`src/pkg/sac_pkg.sv`:
```
package sac_pkg;
   // data-space bus shape
   localparam int ADDR_W = 8;
   localparam int DATA_W = 8;

   // register addresses
   localparam logic [ADDR_W-1:0] RESULT_ADDR = 8'hd0;
   localparam logic [ADDR_W-1:0] CONTROL_ADDR = 8'hd1;

   // control register field positions
   localparam int IRQ_EN_BIT = 7;
   localparam int DONE_BIT = 6;
   localparam int START_BIT = 5;
   localparam int POWER_BIT = 4;

   // reset values
   localparam logic [DATA_W-1:0] CONTROL_RESET = 8'h40;
   localparam logic [DATA_W-1:0] RESULT_RESET = 8'h00;

   // interrupt vector served by the done request
   localparam int IRQ_VECTOR = 4;

   // conversion clock is the oscillator divided by this
   localparam int DIV_RATIO = 12;

   // typical conversion time at the reference oscillator rate
   localparam int CONV_TIME_NS = 70000;
   localparam int OSC_REF_KHZ = 8000;

   // conversion clock ticks in one conversion, rounded down
   localparam int CONV_TICKS = (CONV_TIME_NS * OSC_REF_KHZ) / (1000000 * DIV_RATIO);

   // successive-approximation steps and their share of the ticks
   localparam int SAR_STEPS = 8;
   localparam int STEP_TICKS = CONV_TICKS / SAR_STEPS;
   localparam int SAMPLE_TICKS = CONV_TICKS - (SAR_STEPS * STEP_TICKS);

   // conversion sequencer states
   typedef enum logic [1:0] {
      SAC_IDLE,
      SAC_SAMPLE,
      SAC_STEP
   } sac_state_e;
endpackage : sac_pkg

```
`src/design/sac_clkdiv.sv`:
```
`timescale 1ns/100ps
module sac_clkdiv
#(
   parameter int RATIO = 12
)
(
   input wire logic clk_sys,
   input wire logic rst,
   input wire logic restart,
   output logic tick
);
   localparam int CW = $clog2(RATIO);
   localparam logic [CW-1:0] LAST = CW'(RATIO - 1);

   logic [CW-1:0] cnt_ff;
   logic [CW-1:0] nxt_cnt;
   logic wrap;

   // refuse ratios that give no slower rate
   if (RATIO < 2)
   begin : g_bad_ratio
      $error("sac_clkdiv: RATIO must be at least 2");
   end

   // wrap detection and next count
   assign wrap = (cnt_ff == LAST);
   assign nxt_cnt = (restart || wrap) ? '0 : cnt_ff + 1'b1;
   assign tick = wrap && !restart;

   // divider counter, realigned by restart
   always_ff @(posedge clk_sys or posedge rst)
   begin
      if (rst)
         cnt_ff <= '0;
      else
         cnt_ff <= nxt_cnt;
   end
endmodule : sac_clkdiv

```
`src/design/sac_sar.sv`:
```
`timescale 1ns/100ps
module sac_sar
#(
   parameter int WIDTH = 8
)
(
   input wire logic clk_sys,
   input wire logic rst,
   input wire logic load,
   input wire logic step,
   input wire logic keep_bit,
   output logic [WIDTH-1:0] trial,
   output logic [WIDTH-1:0] resolved,
   output logic last
);
   logic [WIDTH-1:0] trial_ff;
   logic [WIDTH-1:0] mask_ff;
   logic [WIDTH-1:0] nxt_trial;
   logic [WIDTH-1:0] nxt_mask;

   // refuse widths the sequencer cannot walk
   if (WIDTH < 2)
   begin : g_bad_width
      $error("sac_sar: WIDTH must be at least 2");
   end

   // per bit: keep or drop the bit under test, arm the next one
   for (genvar i = 0; i < WIDTH; i++)
   begin : g_bit
      assign resolved[i] = mask_ff[i] ? keep_bit : trial_ff[i];
      if (i == WIDTH - 1)
      begin : g_top
         assign nxt_trial[i] = load ? 1'b1 : (step ? resolved[i] : trial_ff[i]);
         assign nxt_mask[i] = load ? 1'b1 : (step ? 1'b0 : mask_ff[i]);
      end
      else
      begin : g_low
         assign nxt_trial[i] = load ? 1'b0 :
                               (step ? (resolved[i] | mask_ff[i+1]) : trial_ff[i]);
         assign nxt_mask[i] = load ? 1'b0 : (step ? mask_ff[i+1] : mask_ff[i]);
      end
   end

   assign trial = trial_ff;
   assign last = mask_ff[0];

   // trial code and bit under test
   always_ff @(posedge clk_sys or posedge rst)
   begin
      if (rst)
      begin
         trial_ff <= '0;
         mask_ff <= '0;
      end
      else
      begin
         trial_ff <= nxt_trial;
         mask_ff <= nxt_mask;
      end
   end
endmodule : sac_sar

```
`src/design/sac_top.sv`:
```
`timescale 1ns/100ps
// Behaviour
// - conversion clock is oscillator divided by twelve
// - conversion length follows divided clock, about 70us
// - 8-bit result register, read only
// - start write with power bit set begins conversion; any start write clears done
// - done set at end; result valid then
// - one conversion per start write
// - start during conversion abandons and restarts
// - start bit is write-only, reads zero
// - done with enable requests vector 4 interrupt
// - enable at bit 7, done at 6
// - start bit 5, power bit 4, rest unused
// - power bit off puts converter idle
// - comparator stays on in wait unless off
// - reset stops conversion, control becomes 40h
// - converts and interrupts during core wait
module sac_top
(
   input wire logic clk_sys,
   input wire logic rst,
   input wire logic [sac_pkg::ADDR_W-1:0] bus_addr,
   input wire logic bus_wr,
   input wire logic bus_rd,
   input wire logic [sac_pkg::DATA_W-1:0] bus_wdata,
   output logic [sac_pkg::DATA_W-1:0] bus_rdata,
   input wire logic cmp_pin,
   output logic [sac_pkg::DATA_W-1:0] dac_code,
   output logic converter_power_on,
   output logic comparator_en,
   output logic conv_busy,
   output logic done_irq
);
   import sac_pkg::*;

   localparam int TCW = $clog2(STEP_TICKS > SAMPLE_TICKS ? STEP_TICKS : SAMPLE_TICKS) + 1;
   localparam logic [TCW-1:0] STEP_LAST = TCW'(STEP_TICKS - 1);
   localparam logic [TCW-1:0] SAMPLE_LAST = TCW'(SAMPLE_TICKS - 1);
   // msb-only trial code presented right at a start
   localparam logic [DATA_W-1:0] FIRST_TRIAL = {1'b1, {(DATA_W-1){1'b0}}};

   // refuse a timing split the sequencer cannot serve
   if (STEP_TICKS < 1 || SAMPLE_TICKS < 1)
   begin : g_bad_timing
      $error("sac_top: conversion ticks too few for the step split");
   end

   // refuse a step count that does not walk every result bit
   if (SAR_STEPS != DATA_W)
   begin : g_bad_steps
      $error("sac_top: step count must equal the result width");
   end

   // refuse control fields that fall outside the register byte
   if (IRQ_EN_BIT >= DATA_W || DONE_BIT >= DATA_W ||
       START_BIT >= DATA_W || POWER_BIT >= DATA_W)
   begin : g_bad_fields
      $error("sac_top: control field position outside the register");
   end

   // control register fields
   logic irq_en_ff;
   logic done_ff;
   logic power_ff;
   logic nxt_irq_en;
   logic nxt_done;
   logic nxt_power;

   // result register and bus read data
   logic [DATA_W-1:0] result_ff;
   logic [DATA_W-1:0] nxt_result;
   logic [DATA_W-1:0] rdata_ff;
   logic [DATA_W-1:0] nxt_rdata;

   // comparator synchroniser
   logic cmp_meta_ff;
   logic cmp_sync_ff;

   // sequencer
   sac_state_e state_ff;
   sac_state_e nxt_state;
   logic [TCW-1:0] tick_cnt_ff;
   logic [TCW-1:0] nxt_tick_cnt;

   // registered outputs
   logic irq_ff;
   logic busy_ff;
   logic [DATA_W-1:0] dac_ff;
   logic nxt_busy;
   logic [DATA_W-1:0] nxt_dac;

   // decode and control wires
   logic sel_control;
   logic sel_result;
   logic ctrl_wr;
   logic start_req;
   logic start_go;
   logic power_off_req;
   logic conv_tick;
   logic phase_end;
   logic sample_end;
   logic step_go;
   logic conv_end;
   logic sar_last;
   logic [DATA_W-1:0] sar_trial;
   logic [DATA_W-1:0] sar_resolved;
   logic [DATA_W-1:0] control_view;

   // address decode
   assign sel_control = (bus_addr == CONTROL_ADDR);
   assign sel_result = (bus_addr == RESULT_ADDR);
   assign ctrl_wr = bus_wr && sel_control;

   assign start_req = ctrl_wr && bus_wdata[START_BIT];

   assign power_off_req = ctrl_wr && !bus_wdata[POWER_BIT];

   // start honoured only with power kept on
   assign start_go = start_req && bus_wdata[POWER_BIT];

   // conversion clock enable, realigned at each start
   sac_clkdiv
   #(
      .RATIO(DIV_RATIO)
   )
   u_div
   (
      .clk_sys(clk_sys),
      .rst(rst),
      .restart(start_go),
      .tick(conv_tick)
   );

   sac_sar
   #(
      .WIDTH(DATA_W)
   )
   u_sar
   (
      .clk_sys(clk_sys),
      .rst(rst),
      .load(start_go),
      .step(step_go),
      .keep_bit(cmp_sync_ff),
      .trial(sar_trial),
      .resolved(sar_resolved),
      .last(sar_last)
   );

   // phase boundaries counted in conversion ticks
   assign sample_end = conv_tick && (tick_cnt_ff == SAMPLE_LAST);
   assign phase_end = conv_tick && (tick_cnt_ff == STEP_LAST);
   assign step_go = (state_ff == SAC_STEP) && phase_end && !start_go && !power_off_req;
   assign conv_end = step_go && sar_last;

   // sequencer next state
   always_comb
   begin
      nxt_state = state_ff;
      nxt_tick_cnt = tick_cnt_ff;
      if (start_go)
      begin
         nxt_state = SAC_SAMPLE;
         nxt_tick_cnt = '0;
      end
      else if (power_off_req)
      begin
         nxt_state = SAC_IDLE;
         nxt_tick_cnt = '0;
      end
      else
      begin
         case (state_ff)
            SAC_IDLE:
            begin
               nxt_tick_cnt = '0;
            end
            SAC_SAMPLE:
            begin
               if (sample_end)
               begin
                  nxt_state = SAC_STEP;
                  nxt_tick_cnt = '0;
               end
               else if (conv_tick)
               begin
                  nxt_tick_cnt = tick_cnt_ff + 1'b1;
               end
            end
            SAC_STEP:
            begin
               if (phase_end)
               begin
                  nxt_state = sar_last ? SAC_IDLE : SAC_STEP;
                  nxt_tick_cnt = '0;
               end
               else if (conv_tick)
               begin
                  nxt_tick_cnt = tick_cnt_ff + 1'b1;
               end
            end
            default:
            begin
               nxt_state = SAC_IDLE;
               nxt_tick_cnt = '0;
            end
         endcase
      end
   end

   assign nxt_irq_en = ctrl_wr ? bus_wdata[IRQ_EN_BIT] : irq_en_ff;

   assign nxt_power = ctrl_wr ? bus_wdata[POWER_BIT] : power_ff;

   // start clears done; end sets it
   assign nxt_done = start_req ? 1'b0 : (conv_end ? 1'b1 : done_ff);

   // result only from the converter, never from the bus
   assign nxt_result = conv_end ? sar_resolved : result_ff;

   // start bit reads zero; low bits read zero
   always_comb
   begin
      control_view = '0;
      control_view[IRQ_EN_BIT] = irq_en_ff;
      control_view[DONE_BIT] = done_ff;
      control_view[POWER_BIT] = power_ff;
   end

   // read mux, unmapped addresses read zero
   assign nxt_rdata = !bus_rd ? rdata_ff :
                      sel_control ? control_view :
                      sel_result ? result_ff : '0;

   // comparator pin synchroniser
   always_ff @(posedge clk_sys or posedge rst)
   begin
      if (rst)
      begin
         cmp_meta_ff <= 1'b0;
         cmp_sync_ff <= 1'b0;
      end
      else
      begin
         cmp_meta_ff <= cmp_pin;
         cmp_sync_ff <= cmp_meta_ff;
      end
   end

   always_ff @(posedge clk_sys or posedge rst)
   begin
      if (rst)
      begin
         state_ff <= SAC_IDLE;
         tick_cnt_ff <= '0;
      end
      else
      begin
         state_ff <= nxt_state;
         tick_cnt_ff <= nxt_tick_cnt;
      end
   end

   // control register loads 40h at reset
   always_ff @(posedge clk_sys or posedge rst)
   begin
      if (rst)
      begin
         irq_en_ff <= CONTROL_RESET[IRQ_EN_BIT];
         done_ff <= CONTROL_RESET[DONE_BIT];
         power_ff <= CONTROL_RESET[POWER_BIT];
      end
      else
      begin
         irq_en_ff <= nxt_irq_en;
         done_ff <= nxt_done;
         power_ff <= nxt_power;
      end
   end

   always_ff @(posedge clk_sys or posedge rst)
   begin
      if (rst)
         result_ff <= RESULT_RESET;
      else
         result_ff <= nxt_result;
   end

   // bus read data, held between reads
   always_ff @(posedge clk_sys or posedge rst)
   begin
      if (rst)
         rdata_ff <= '0;
      else
         rdata_ff <= nxt_rdata;
   end

   // masked done request; independent of core wait
   // no wait input reaches this flop, so the request can wake a sleeping core
   always_ff @(posedge clk_sys or posedge rst)
   begin
      if (rst)
         irq_ff <= 1'b0;
      else
         irq_ff <= nxt_done && nxt_irq_en;
   end

   // busy follows the state about to be entered, so it drops with done
   assign nxt_busy = (nxt_state != SAC_IDLE);

   // msb trial at a start, so the analog side need not wait a cycle
   assign nxt_dac = start_go ? FIRST_TRIAL : sar_trial;

   // busy flag towards the core
   always_ff @(posedge clk_sys or posedge rst)
   begin
      if (rst)
         busy_ff <= 1'b0;
      else
         busy_ff <= nxt_busy;
   end

   // trial code towards the analog side
   always_ff @(posedge clk_sys or posedge rst)
   begin
      if (rst)
         dac_ff <= '0;
      else
         dac_ff <= nxt_dac;
   end

   // output drive
   assign bus_rdata = rdata_ff;
   assign dac_code = dac_ff;
   // comparator follows power only, wait has no say
   assign comparator_en = power_ff;
   assign converter_power_on = power_ff;
   assign conv_busy = busy_ff;
   assign done_irq = irq_ff;
endmodule : sac_top

```
`config.mk`:
```
export PLATFORM = sky130hd
export DESIGN_NAME = sac_top
export DESIGN_NICKNAME = d
export VERILOG_FILES = /design/src/pkg/sac_pkg.sv /design/src/design/sac_clkdiv.sv /design/src/design/sac_sar.sv /design/src/design/sac_top.sv
export SDC_FILE = /design/constraint.sdc
export NUM_CORES = 1
export LEC_CHECK = 0
export ABC_AREA = 1
export BUFFER_PORTS_ARGS = -buffer_cell sky130_fd_sc_hd__buf_2
export CAP_MARGIN = 20
export CORE_ASPECT_RATIO = 1.1
export CORE_UTILIZATION = 25
export DETAILED_ROUTE_END_ITERATION = 7
export SLEW_MARGIN = 15
export SYNTH_ARGS = -nofsm -noshare
export SYNTH_HDL_FRONTEND = slang
export SYNTH_HIERARCHICAL = 1
export SYNTH_SLANG_ARGS = --single-unit
```
`constraint.sdc`:
```
create_clock -name clk_sys -period 2.9 [get_ports clk_sys]
set_clock_uncertainty 0.05 [all_clocks]
set_input_delay 0.145 -clock clk_sys [delete_from_list [all_inputs] [get_ports clk_sys]]
set_output_delay 0.145 -clock clk_sys [all_outputs]
set_load 0.03 [all_outputs]
```
=== After elaboration in Yosys (flattened, before gate mapping) ===
Index checks and enable logic that the tools add are counted.

* Register bits after elaboration: 57
* Input port bits: 21
* Output and inout bits: 20
* Word-level logic and storage cells: 109

* Add/sub/neg operators: 2
* Equality and inequality tests: 7
* Mux-type cells: 59
* Bitwise operators: 7
* Reduce and logical (&&, ||, !) cells: 19

{| class="wikitable"
|+ Operator list
! cell !! count
|-
| two-way mux 1 bit || 43
|-
| two-way mux 4 bit || 6
|-
| two-way mux 8 bit || 3
|-
| equality test 8 bit (second input constant) || 2
|-
| logical AND 1 bit || 12
|-
| two-way mux 2 bit || 5
|-
| adder 4 x 1 -> 4 bit (second input constant) || 2
|-
| equality test 4 x 3 -> 1 bit (second input constant) || 2
|-
| one-hot mux 4 bit (2 select lines) || 1
|-
| bitwise OR 1 bit || 7
|-
| one-hot mux 2 bit (3 select lines) || 1
|-
| equality test 4 bit (second input constant) || 1
|-
| nonzero test 2 bit || 2
|-
| zero test 1 bit || 3
|-
| equality test 2 x 1 -> 1 bit (second input constant) || 1
|-
| equality test 2 bit (second input constant) || 1
|-
| zero test 2 bit || 1
|-
| logical OR 1 bit || 1
|}

=== Depth between registers and ports, before layout ===
Gate-level depths: netlist of run 1.

* Depth in word-level cells: 14
* Mapped depth: 18
* Depth with buffers taken out: 16

=== By module ===
Netlist of run 1, hierarchy kept.

{| class="wikitable"
|+ Modules (own cells, without submodules)
! module !! times used !! cells each !! area an instance (um2) !! sequential area each (um2)
|-
| sac_top || 1 || 191 || 1,746.7 || 927.1
|-
| sac_sar || 1 || 109 || 793.3 || 400.4
|-
| sac_clkdiv || 1 || 24 || 209.0 || 100.1
|}

=== Worst setup path before layout of run 1 ===
OpenSTA, ideal clock, no wires.

* Kind: input-to-reg
* Start: input port bus_addr[6] in the netlist's numbering
* End: register u_sar.trial_ff[0], in the netlist u_sar/trial[0]
* Library setup time: 65 ps
* Arrival time: 2,176 ps
* Required time: 2,785 ps
* Setup slack: 609 ps
* Stages on the path: 18
* Buffers on the path: 3
* Path through: nand2_1 > inv_1 > nand2_2 > nor2_4 > nand2_4 > nor2_4 > inv_2 > nor2_4 > buf_6 > nor2_1 > buf_4 > nand4_2 > nor4_1 > buf_6 > inv_2 > nor2_4 > nand2_1 > nand2_1

* Cells in the longest elaborated chain, start to end: 11
* Elaborated cells between the ends (all ways): 14
* Classes of those cells: 1 x eq/ne; 1 x mux; 12 x reduce/logical

{| class="wikitable"
|+ Ends and longest elaborated chain
! element !! line !! RTL
|-
| from (decl) || sac_top.sv:22 || <nowiki>input wire logic [sac_pkg::ADDR_W-1:0] bus_addr,</nowiki>
|-
| equality test 8 bit || sac_top.sv:110 || <nowiki>assign sel_control = (bus_addr == CONTROL_ADDR);</nowiki>
|-
| logical AND 1 bit || sac_top.sv:112 || <nowiki>assign ctrl_wr = bus_wr && sel_control;</nowiki>
|-
| logical AND 1 bit || sac_top.sv:114 || <nowiki>assign start_req = ctrl_wr && bus_wdata[START_BIT];</nowiki>
|-
| logical AND 1 bit || sac_top.sv:119 || <nowiki>assign start_go = start_req && bus_wdata[POWER_BIT];</nowiki>
|-
| via start_go || sac_top.sv:97 || <nowiki>logic start_go;</nowiki>
|-
| zero test 1 bit || sac_clkdiv.sv:28 || <nowiki>assign tick = wrap && !restart;</nowiki>
|-
| logical AND 1 bit || sac_clkdiv.sv:28 ||
|-
| via conv_tick || sac_top.sv:99 || <nowiki>logic conv_tick;</nowiki>
|-
| logical AND 1 bit || sac_top.sv:152 || <nowiki>assign phase_end = conv_tick && (tick_cnt_ff == STEP_LAST);</nowiki>
|-
| logical AND 1 bit (3 in series) || sac_top.sv:153 || <nowiki>assign step_go = (state_ff == SAC_STEP) && phase_end && !start_go && !power_off_req;</nowiki>
|-
| via step_go || sac_top.sv:102 || <nowiki>logic step_go;</nowiki>
|-
| nonzero test 2 bit (no line) || -- ||
|-
| to (signal assigned) || sac_sar.sv:57 || <nowiki>trial_ff <= nxt_trial;</nowiki>
|-
| to (decl) || sac_sar.sv:16 || <nowiki>logic [WIDTH-1:0] trial_ff;</nowiki>
|}

The timed path passes the listed nets, and every way through them passes these cells.
A chain may end at the register's enable or synchronous reset.

=== Final worst setup path of run 1 ===
* Start: register u_div.cnt_ff[0]
* End: register u_sar.trial_ff[5], in the netlist u_sar/trial[5]

* Cells in the longest elaborated chain, start to end: 7

{| class="wikitable"
|+ Ends and longest elaborated chain
! element !! line !! RTL
|-
| from (decl) || sac_clkdiv.sv:15 || <nowiki>logic [CW-1:0] cnt_ff;</nowiki>
|-
| from (signal assigned) || sac_clkdiv.sv:36 || <nowiki>cnt_ff <= nxt_cnt;</nowiki>
|-
| equality test 4 bit || sac_clkdiv.sv:26 || <nowiki>assign wrap = (cnt_ff == LAST);</nowiki>
|-
| logical AND 1 bit || sac_clkdiv.sv:28 ||
|-
| via conv_tick || sac_top.sv:99 ||
|-
| logical AND 1 bit || sac_top.sv:152 ||
|-
| logical AND 1 bit (3 in series) || sac_top.sv:153 ||
|-
| via step_go || sac_top.sv:102 ||
|-
| nonzero test 2 bit (no line) || -- ||
|}

The timed path passes the listed nets, and every way through them passes these cells.

==> results.tsv, run 1 <==
metric	value	unit
Post-Route WL	5450	µm
most area-consuming cells after synthesis	dfrtp_1, nand2_1, inv_1	
Seq/Total Area, Yosys	51.9	%
total negative slack	0	ps
Initial Util	26.1	%
Setup CP Type	flop to flop	
maximum vdd ir drop	0.226	mV
Syn Nets	353	
Worst-Skew Late Latency	320	ps
Fin. Hold Viols	0	
Worst EP required	3120	ps
Reg clk slew, reported paths	50	ps
GPL Wtd Cong	0.744	
r2r setup slk	510	ps
max cap viols	0	
number of synthesis warnings	6	
residual DRC count	0	
CTS tree	done	
WHS	42.3	ps
worst-margin pin slew	632	ps
PwrDens	591	nW/µm²
initial antenna violation count	0	
Netlist cell types	33	
Die Height	112	µm
first-pass GRT wire length	9400	µm
Static Leak	1.81	nW
max-slew violations	0	
biggest area consumer among synthesized cells	dfrtp_1	
CTS Root Cell	clkbuf_16	
Final Instance Area	3370	µm²
CTS resizes	0	
HP Class	input pin to flop	
CTS Sinks	57	
die area	11400	µm²
TritonRoute pass-1 iters	4	
chip width	102	µm
I/O pin total	41	
RSZ-0062 raised after global routing	false	
worst path cell trace	ha_1, nand3_2, nor2_1, nand4_2, nor4_2, buf_4, inv_2, nor2_4, nand2_1, nand2_1	
commonest non-fill, non-tap cell in the layout	nand2_1	
Synth top area share	51.0	%
CP endpoint kind	flop	
Slew HR	57.8	%
syn avg cell area	8.48	µm²
Placed Area	3070	µm²
Synth Register Bits	57	
Syn-to-layout area delta	22.5	%
Slowest cell on crit path	nor2_1	
outcome	complete, no violations	
final setup violating endpoints	0	
fmax	419	MHz
CTS Buffer Depth	2	
DP Wirelength	3830	µm
antenna viol nets, final	0	
initial DRC count	99	
fraction of layout cells with a size suffix above 1	22.5	%
number of vias per cell	4.11	
total number of H-tree levels	3	
Post-Syn Area	2750	µm²
PortBufs	35	
total gr overflow	0	
cell count after synthesis	324	
type of origin of the critical path	flop	
pin count of the biggest net entering global routing	38	
Crit Path Max Fanout	11	
# nets final	397	
Arrival @ worst endpoint	2600	ps
Worst path max stage delay	390	ps
Period minus WS final	2390	ps
commonest non-fill, non-tap cells in the layout	nand2_1, inv_1, dfrtp_1	
total vias in the final route	2122	
FP Rows	39	
vias in the first global route	2124	
Core Area	10500	µm²
n_diodes	0	
Tot GR Track Use	10.7	%
WL/cell	10.6	µm
crit share post-route	82.3	%
CTS Buf Count	9	
CP most frequent cell	nand2_1	
[critical path: cells and delay by family (launching register included)]
kind,cells,cell delay (ps)
buffers and inverters,2,300
AND/OR/NAND/NOR,7,1380
adder cells (fa/ha/maj),1,220
flip-flops,1,380
[what timing repair did]
item,4_1_cts,5_1_grt
hold endpoints to repair,57,0
setup buffers,0,0
hold buffers,2,0
[kinds of logic after synthesis]
| kind of cell | synth area share [%] |
|---|---|
| and+or+nand+nor | 25.9 |
| xor gates and xnor gates | 0.637 |
| buffers and inverters | 10.6 |
| DFF | 51.9 |
| AOI/OAI and AO/OA | 7.33 |
| adders and majority gates | 3.64 |
[Yosys cell counts, drive strengths merged]
master   n
dfrtp   56
clkinv   1
nor3     3
or2      1
o21ai   21
o211ai   2
inv     61
ha       8
clkbuf   1
xnor2    1
nor4     1
nand3b   1
nand3   18
nand2   93
xor2     1
nand4    4
buf      6
o31ai    1
a21oi    8
nor2    35
dfstp    1
[sequential cells by signal, summed over array words and instances (netlist names), 2 cells and up]
register	cells
bus_rdata	8
dac_code	8
result_ff	8
u_sar/mask_ff	8
u_sar/trial	8
tick_cnt_ff	4
u_div/cnt_ff	4
state_ff	2
[path summary, 6_finish.rpt]
path	start	end	depth (start not counted)
worst max register to register	u_div/cnt_ff[0]	u_sar/trial[5]	10
worst min-delay path	bus_wdata[7]	irq_en_ff	3
worst min register to register	cmp_meta_ff	cmp_sync_ff	0
max in group asynchronous	rst	u_sar/trial[7]	3
worst max-delay path	u_div/cnt_ff[0]	u_sar/trial[5]	10
min in group asynchronous	rst	u_div/cnt_ff[0]	3
[per-layer routing]
metal | share of wire (%) | GRT usage [%] | vias up
met5 | 0 | 0 | -
met4 | 2.1 | 5.05 | 0
met3 | 4.9 | 3.33 | 11
met2 | 47 | 17.5 | 43
met1 | 46 | 12.4 | 991
li1 | - | - | 1077
[through the flow]
| step | worst slack, ps | cells | utilization [%] | power [W] |
|---|---|---|---|---|
| after global routing | 265 | 516 | 32.0 | 0.00208 |
| after floorplan | 609 | 324 | - | 0.00100 |
| after global placement | 482 | 498 | 29.2 | 0.00104 |
| final | 513 | 516 | 32.0 | 0.00199 |
| after detailed placement | 484 | 498 | 29.2 | 0.00105 |
| after CTS | 492 | 516 | 32.0 | 0.00201 |
[final cells by class]
class	instances	area [µm²]
Clock buffer	11	243
Clock inverter	5	31.3
Fill cell	1120	7170
Inverter	62	233
Multi-Input combinational cell	198	1040
Sequential cell	57	1430
Tap cell	143	179
Timing Repair Buffer	40	218
[power by group]
group          internal (W)  switching, W
sequential         0.000832     0.0000271
clock              0.000596      0.000357
combinational     0.0000613      0.000116
total               0.00149      0.000499
Power figures use the tool's default switching activity.
==> inputs of run 2 (changes only) <==
- clock period: 2.9 -> 2.15 ns (I/O delays scaled with it)
==> results.tsv, run 2 (same netlist as run 1, synthesis figures left out) <==
metric	value	unit	change
outcome	complete, no violations		unchanged
vias in the first global route	2128		was 2124
initial DRC count	107		was 99
die area	11400	µm²	unchanged
Setup CP Type	flop to flop		unchanged
Period minus WS final	2050	ps	was 2390 ps
Syn-to-layout area delta	26.7	%	was 22.5%
PortBufs	35		unchanged
post-route insts no fill	523		was 516
Final Instance Area	3480	µm²	was 3370 µm²
type of origin of the critical path	flop		unchanged
Worst EP required	2360	ps	was 3120 ps
CTS Buffer Depth	2		unchanged
HP Class	input pin to flop		unchanged
total negative slack	0	ps	unchanged
Arrival @ worst endpoint	2260	ps	was 2600 ps
fmax	488	MHz	was 419 MHz
Worst-Skew Late Latency	330	ps	was 320 ps
max-slew violations	0		unchanged
commonest non-fill, non-tap cells in the layout	nand2_1, inv_1, dfrtp_1		unchanged
commonest non-fill, non-tap cell in the layout	nand2_1		unchanged
antenna viol nets, final	0		unchanged
setup slack at placement	64.9	ps	was 484 ps
maximum vdd ir drop	0.318	mV	was 0.226 mV
crit share post-route	95.3	%	was 82.3%
DP Cell Count	501		was 498
CTS Buf Count	9		unchanged
Static Leak	1.86	nW	was 1.81 nW
# nets final	404		was 397
fraction of layout cells with a size suffix above 1	24.5	%	was 22.5%
Fin. Hold Viols	0		unchanged
initial antenna violation count	0		unchanged
total gr overflow	0		unchanged
pin count of the biggest net entering global routing	38		unchanged
residual DRC count	0		unchanged
Tot GR Track Use	11.2	%	was 10.7%
final setup violating endpoints	0		unchanged
Crit Path Max Fanout	7		was 11
worst-margin pin slew	626	ps	was 632 ps
Reg clk slew, reported paths	50	ps	about the same
Die Height	112	µm	unchanged
FP Rows	39		unchanged
WHS	80.1	ps	was 42.3 ps
CTS Root Cell	clkbuf_16		unchanged
Post-Route WL	5620	µm	was 5450 µm
setup ws final	101	ps	was 513 ps
chip width	102	µm	unchanged
PwrDens	847	nW/µm²	was 591 nW/µm²
Core Area	10500	µm²	unchanged
CP endpoint kind	flop		unchanged
GPL Wtd Cong	0.760		was 0.744
WL/cell	10.8	µm	was 10.6 µm
Initial Util	26.1	%	unchanged
number of vias per cell	4.10		was 4.11
CTS tree	done		unchanged
TritonRoute pass-1 iters	4		unchanged
n_diodes	0		unchanged
total vias in the final route	2143		was 2122
Placed Area	3100	µm²	was 3070 µm²
Slew HR	58.2	%	was 57.8%
I/O pin total	41		unchanged
first-pass GRT wire length	9740	µm	was 9400 µm
max cap viols	0		unchanged
CTS Sinks	57		unchanged
total number of H-tree levels	3		unchanged
DP Wirelength	3960	µm	was 3830 µm
-- run 2: changes by cell type in the layout (fill, tap and decap cells not counted), sizes merged --
cell         before  now
buf              38   44
bufinv            0    2
clkbuf           11    9
clkinv            5    4
dlygate4sd3       2    3
inv              61   62
-- run 2: metal layers --
| layer | part of all wire [%] | GRT usage, % | wire (µm) |
|---|---|---|---|
| met2 | 46 | 17.5 | 2590 |
| met4 | 1.5 | 4.57 | 86 |
| met3 | 5.5 | 4.14 | 310 |
| met1 | 47 | 13.8 | 2630 |
| met5 | 0 | 0 | 0 |
-- run 2: where the power goes --
group,leakage [nW],internal [W],switching [W]
logic,0.984,0.0000884,0.000161
clock network,0.156,0.00102,0.000518
registers,0.720,0.00112,0.0000383
-- run 2: worst max-delay path, cell delays in order, from the launching register on --
cell	delay, ps
dfrtp_1	390
ha_2	220
nand3_2	120
nor2_2	130
nand4_2	120
nor4_2	310
buf_4	220
inv_2	60
nor2_4	210
nand2_1	90
nand2_1	70
-- run 2: worst paths after layout --
| path | from | to | slack [ps] | depth (start not counted) |
|---|---|---|---|---|
| max | u_div/cnt_ff[0] | u_sar/trial[5] | 100 | 10 |
| min | bus_rd | bus_rdata[5] | 80 | 3 |
| max reg2reg | u_div/cnt_ff[0] | u_sar/trial[5] | 100 | 10 |
| min reg2reg | cmp_meta_ff | cmp_sync_ff | 300 | 0 |
| max in group asynchronous | rst | u_sar/mask_ff[4] | 1270 | 3 |
| min in group asynchronous | rst | u_div/cnt_ff[1] | 170 | 3 |
-- run 2: cell type report --
type	instances	area, µm²
sequential	57	1430
fill	1130	7060
multi-input combinational	198	1040
clock buffer	9	225
timing repair buffer	47	273
clock inverter	7	103
inverter	62	233
tap	143	179
-- run 2: metrics by stage --
stage / util [%] / total power, W
after floorplan: - / 0.00135
after global placement: 29.4 / 0.00141
after detailed placement: 29.4 / 0.00142
after CTS: 32.8 / 0.00299
after global routing: 33.0 / 0.00309
final: 33.0 / 0.00295
-- run 2: what timing repair did --
action                                  4_1_cts  5_1_grt
hold buffers                                  3        0
resized for setup                             0        2
hold endpoints to repair                     58        0
buffers inserted                              0        3
endpoints found under the setup margin        0       11
==> inputs of run 3 (changes only) <==
- clock period: 2.15 -> 2.1 ns (I/O delays scaled with it)
==> results.tsv, run 3 (same netlist as run 1, synthesis figures left out) <==
metric	value	unit	change
Placed Area	3100	µm²	about the same
CTS Buffer Depth	2		unchanged
Die Height	112	µm	unchanged
n_diodes	0		unchanged
Slew HR	58.5	%	was 58.2%
type of origin of the critical path	flop		unchanged
max cap viols	0		unchanged
DP Wirelength	3950	µm	was 3960 µm
Layout fillers	1116		was 1130
Fin. Hold Viols	0		unchanged
CTS Sinks	57		unchanged
WL met3	291	µm	was 310 µm
CTS Root Cell	clkbuf_16		unchanged
initial antenna violation count	0		unchanged
r2r setup slk	140	ps	was 100 ps
commonest non-fill, non-tap cells in the layout	nand2_1, inv_1, dfrtp_1		unchanged
outcome	complete, no violations		unchanged
die area	11400	µm²	unchanged
Finished Core Util	33.7	%	was 33.0%
Setup CP Type	flop to flop		unchanged
wl on met1	2680	µm	was 2630 µm
Crit Path Max Fanout	8		was 7
vias in the first global route	2073		was 2128
Worst EP required	2320	ps	was 2360 ps
Final Instance Area	3550	µm²	was 3480 µm²
DP Cell Count	502		was 501
antenna viol nets, final	0		unchanged
Arrival @ worst endpoint	2170	ps	was 2260 ps
PwrDens	857	nW/µm²	was 847 nW/µm²
Multi-input gate area	1060	µm²	was 1040 µm²
WL met2	2620	µm	was 2590 µm
total gr overflow	0		unchanged
total vias in the final route	2203		was 2143
TritonRoute pass-1 iters	4		unchanged
commonest non-fill, non-tap cell in the layout	nand2_1		unchanged
fraction of layout cells with a size suffix above 1	25.6	%	was 24.5%
storage element area	1430	µm²	unchanged
total number of H-tree levels	3		unchanged
Syn-to-layout area delta	29.1	%	was 26.7%
pin count of the biggest net entering global routing	38		unchanged
Post-Route WL	5680	µm	was 5620 µm
CTS Buf Count	9		unchanged
CP endpoint kind	flop		unchanged
Worst-Skew Late Latency	330	ps	about the same
Period minus WS final	1960	ps	was 2050 ps
chip width	102	µm	unchanged
max-slew violations	0		unchanged
WHS	78.1	ps	was 80.1 ps
PortBufs	35		unchanged
I/O pin total	41		unchanged
worst-margin pin slew	621	ps	was 626 ps
CTS tree	done		unchanged
number of vias per cell	4.16		was 4.10
post-route insts no fill	529		was 523
GPL Wtd Cong	0.740		was 0.760
Static Leak	1.89	nW	was 1.86 nW
first-pass GRT wire length	9360	µm	was 9740 µm
max layer used	met4		unchanged
fmax	511	MHz	was 488 MHz
crit share post-route	93.2	%	was 95.3%
# nets final	410		was 404
WL/cell	10.7	µm	was 10.8 µm
Initial Util	26.1	%	unchanged
residual DRC count	0		unchanged
HP Class	input pin to flop		unchanged
total power	0.00304	W	was 0.00295 W
Core Area	10500	µm²	unchanged
initial DRC count	127		was 107
Reg clk slew, reported paths	60	ps	was 50 ps
FP Rows	39		unchanged
Tot GR Track Use	10.9	%	was 11.2%
maximum vdd ir drop	0.442	mV	was 0.318 mV
final setup violating endpoints	0		unchanged
run 3: cell count changes in the layout (fill, tap and decap cells not counted):
cell / previous run / this run
buf_4: 9 / 15
ha_2: 1 / 0
ha_4: 0 / 1
nand3_2: 2 / 1
nand3_4: 0 / 1
nor2_2: 3 / 2
nor2_4: 5 / 6
run 3: repair_timing:
item	CTS	global route
setup buffers	0	8
setup endpoints to repair	0	21
resized for setup	0	5
hold endpoints to repair	58	0
hold buffers	3	0
run 3: stage by stage:
stage,TNS [ps],setup slack (ps)
4_1_cts,0,28.1
3_5_place_dp,0,40.6
6_report,0,143
5_1_grt,-5.07,-5.07
2_1_floorplan,0,8.42
3_3_place_gp,0,65.0
run 3: layout make-up:
class,count,share of cell area [%]
clock buffer,9,6.34
clock inverter,7,2.89
inverter,62,6.56
multi-input combinational,198,30.0
sequential,57,40.2
tap,143,5.04
timing repair buffer,53,8.95
run 3: layer usage:
metal | GRT usage [%] | vias up
met2 | 16.6 | 46
met5 | 0 | -
met4 | 4.57 | 0
met3 | 4.71 | 8
met1 | 13.4 | 1036
li1 | - | 1113
run 3: path summary, 6_finish.rpt:
kind / end / cells past startpoint / startpoint
max: u_sar/trial[4] / 10 / u_div/cnt_ff[0]
max reg2reg: u_sar/trial[4] / 10 / u_div/cnt_ff[0]
max in group asynchronous: u_sar/mask_ff[7] / 3 / rst
min in group asynchronous: u_div/cnt_ff[0] / 3 / rst
min: bus_rdata[0] / 3 / bus_rd
min reg2reg: cmp_sync_ff / 0 / cmp_meta_ff
run 3: critical path, cell delays in order, from the launching register on:
cell     delay, ps
dfrtp_1        430
ha_4           170
nand3_4        100
nor2_4         100
nand4_2        120
nor4_2         300
buf_4          220
inv_2           70
nor2_4         200
nand2_1         80
nand2_1         70
run 3: report_power, final:
group | internal [W] | total (W) | switching (W) | leakage (nW)
clock | 0.00105 | 0.00157 | 0.000527 | 0.156
sequential | 0.00115 | 0.00119 | 0.0000459 | 0.720
combinational | 0.000101 | 0.000275 | 0.000174 | 1.01
total | 0.00230 | 0.00304 | 0.000746 | 1.89
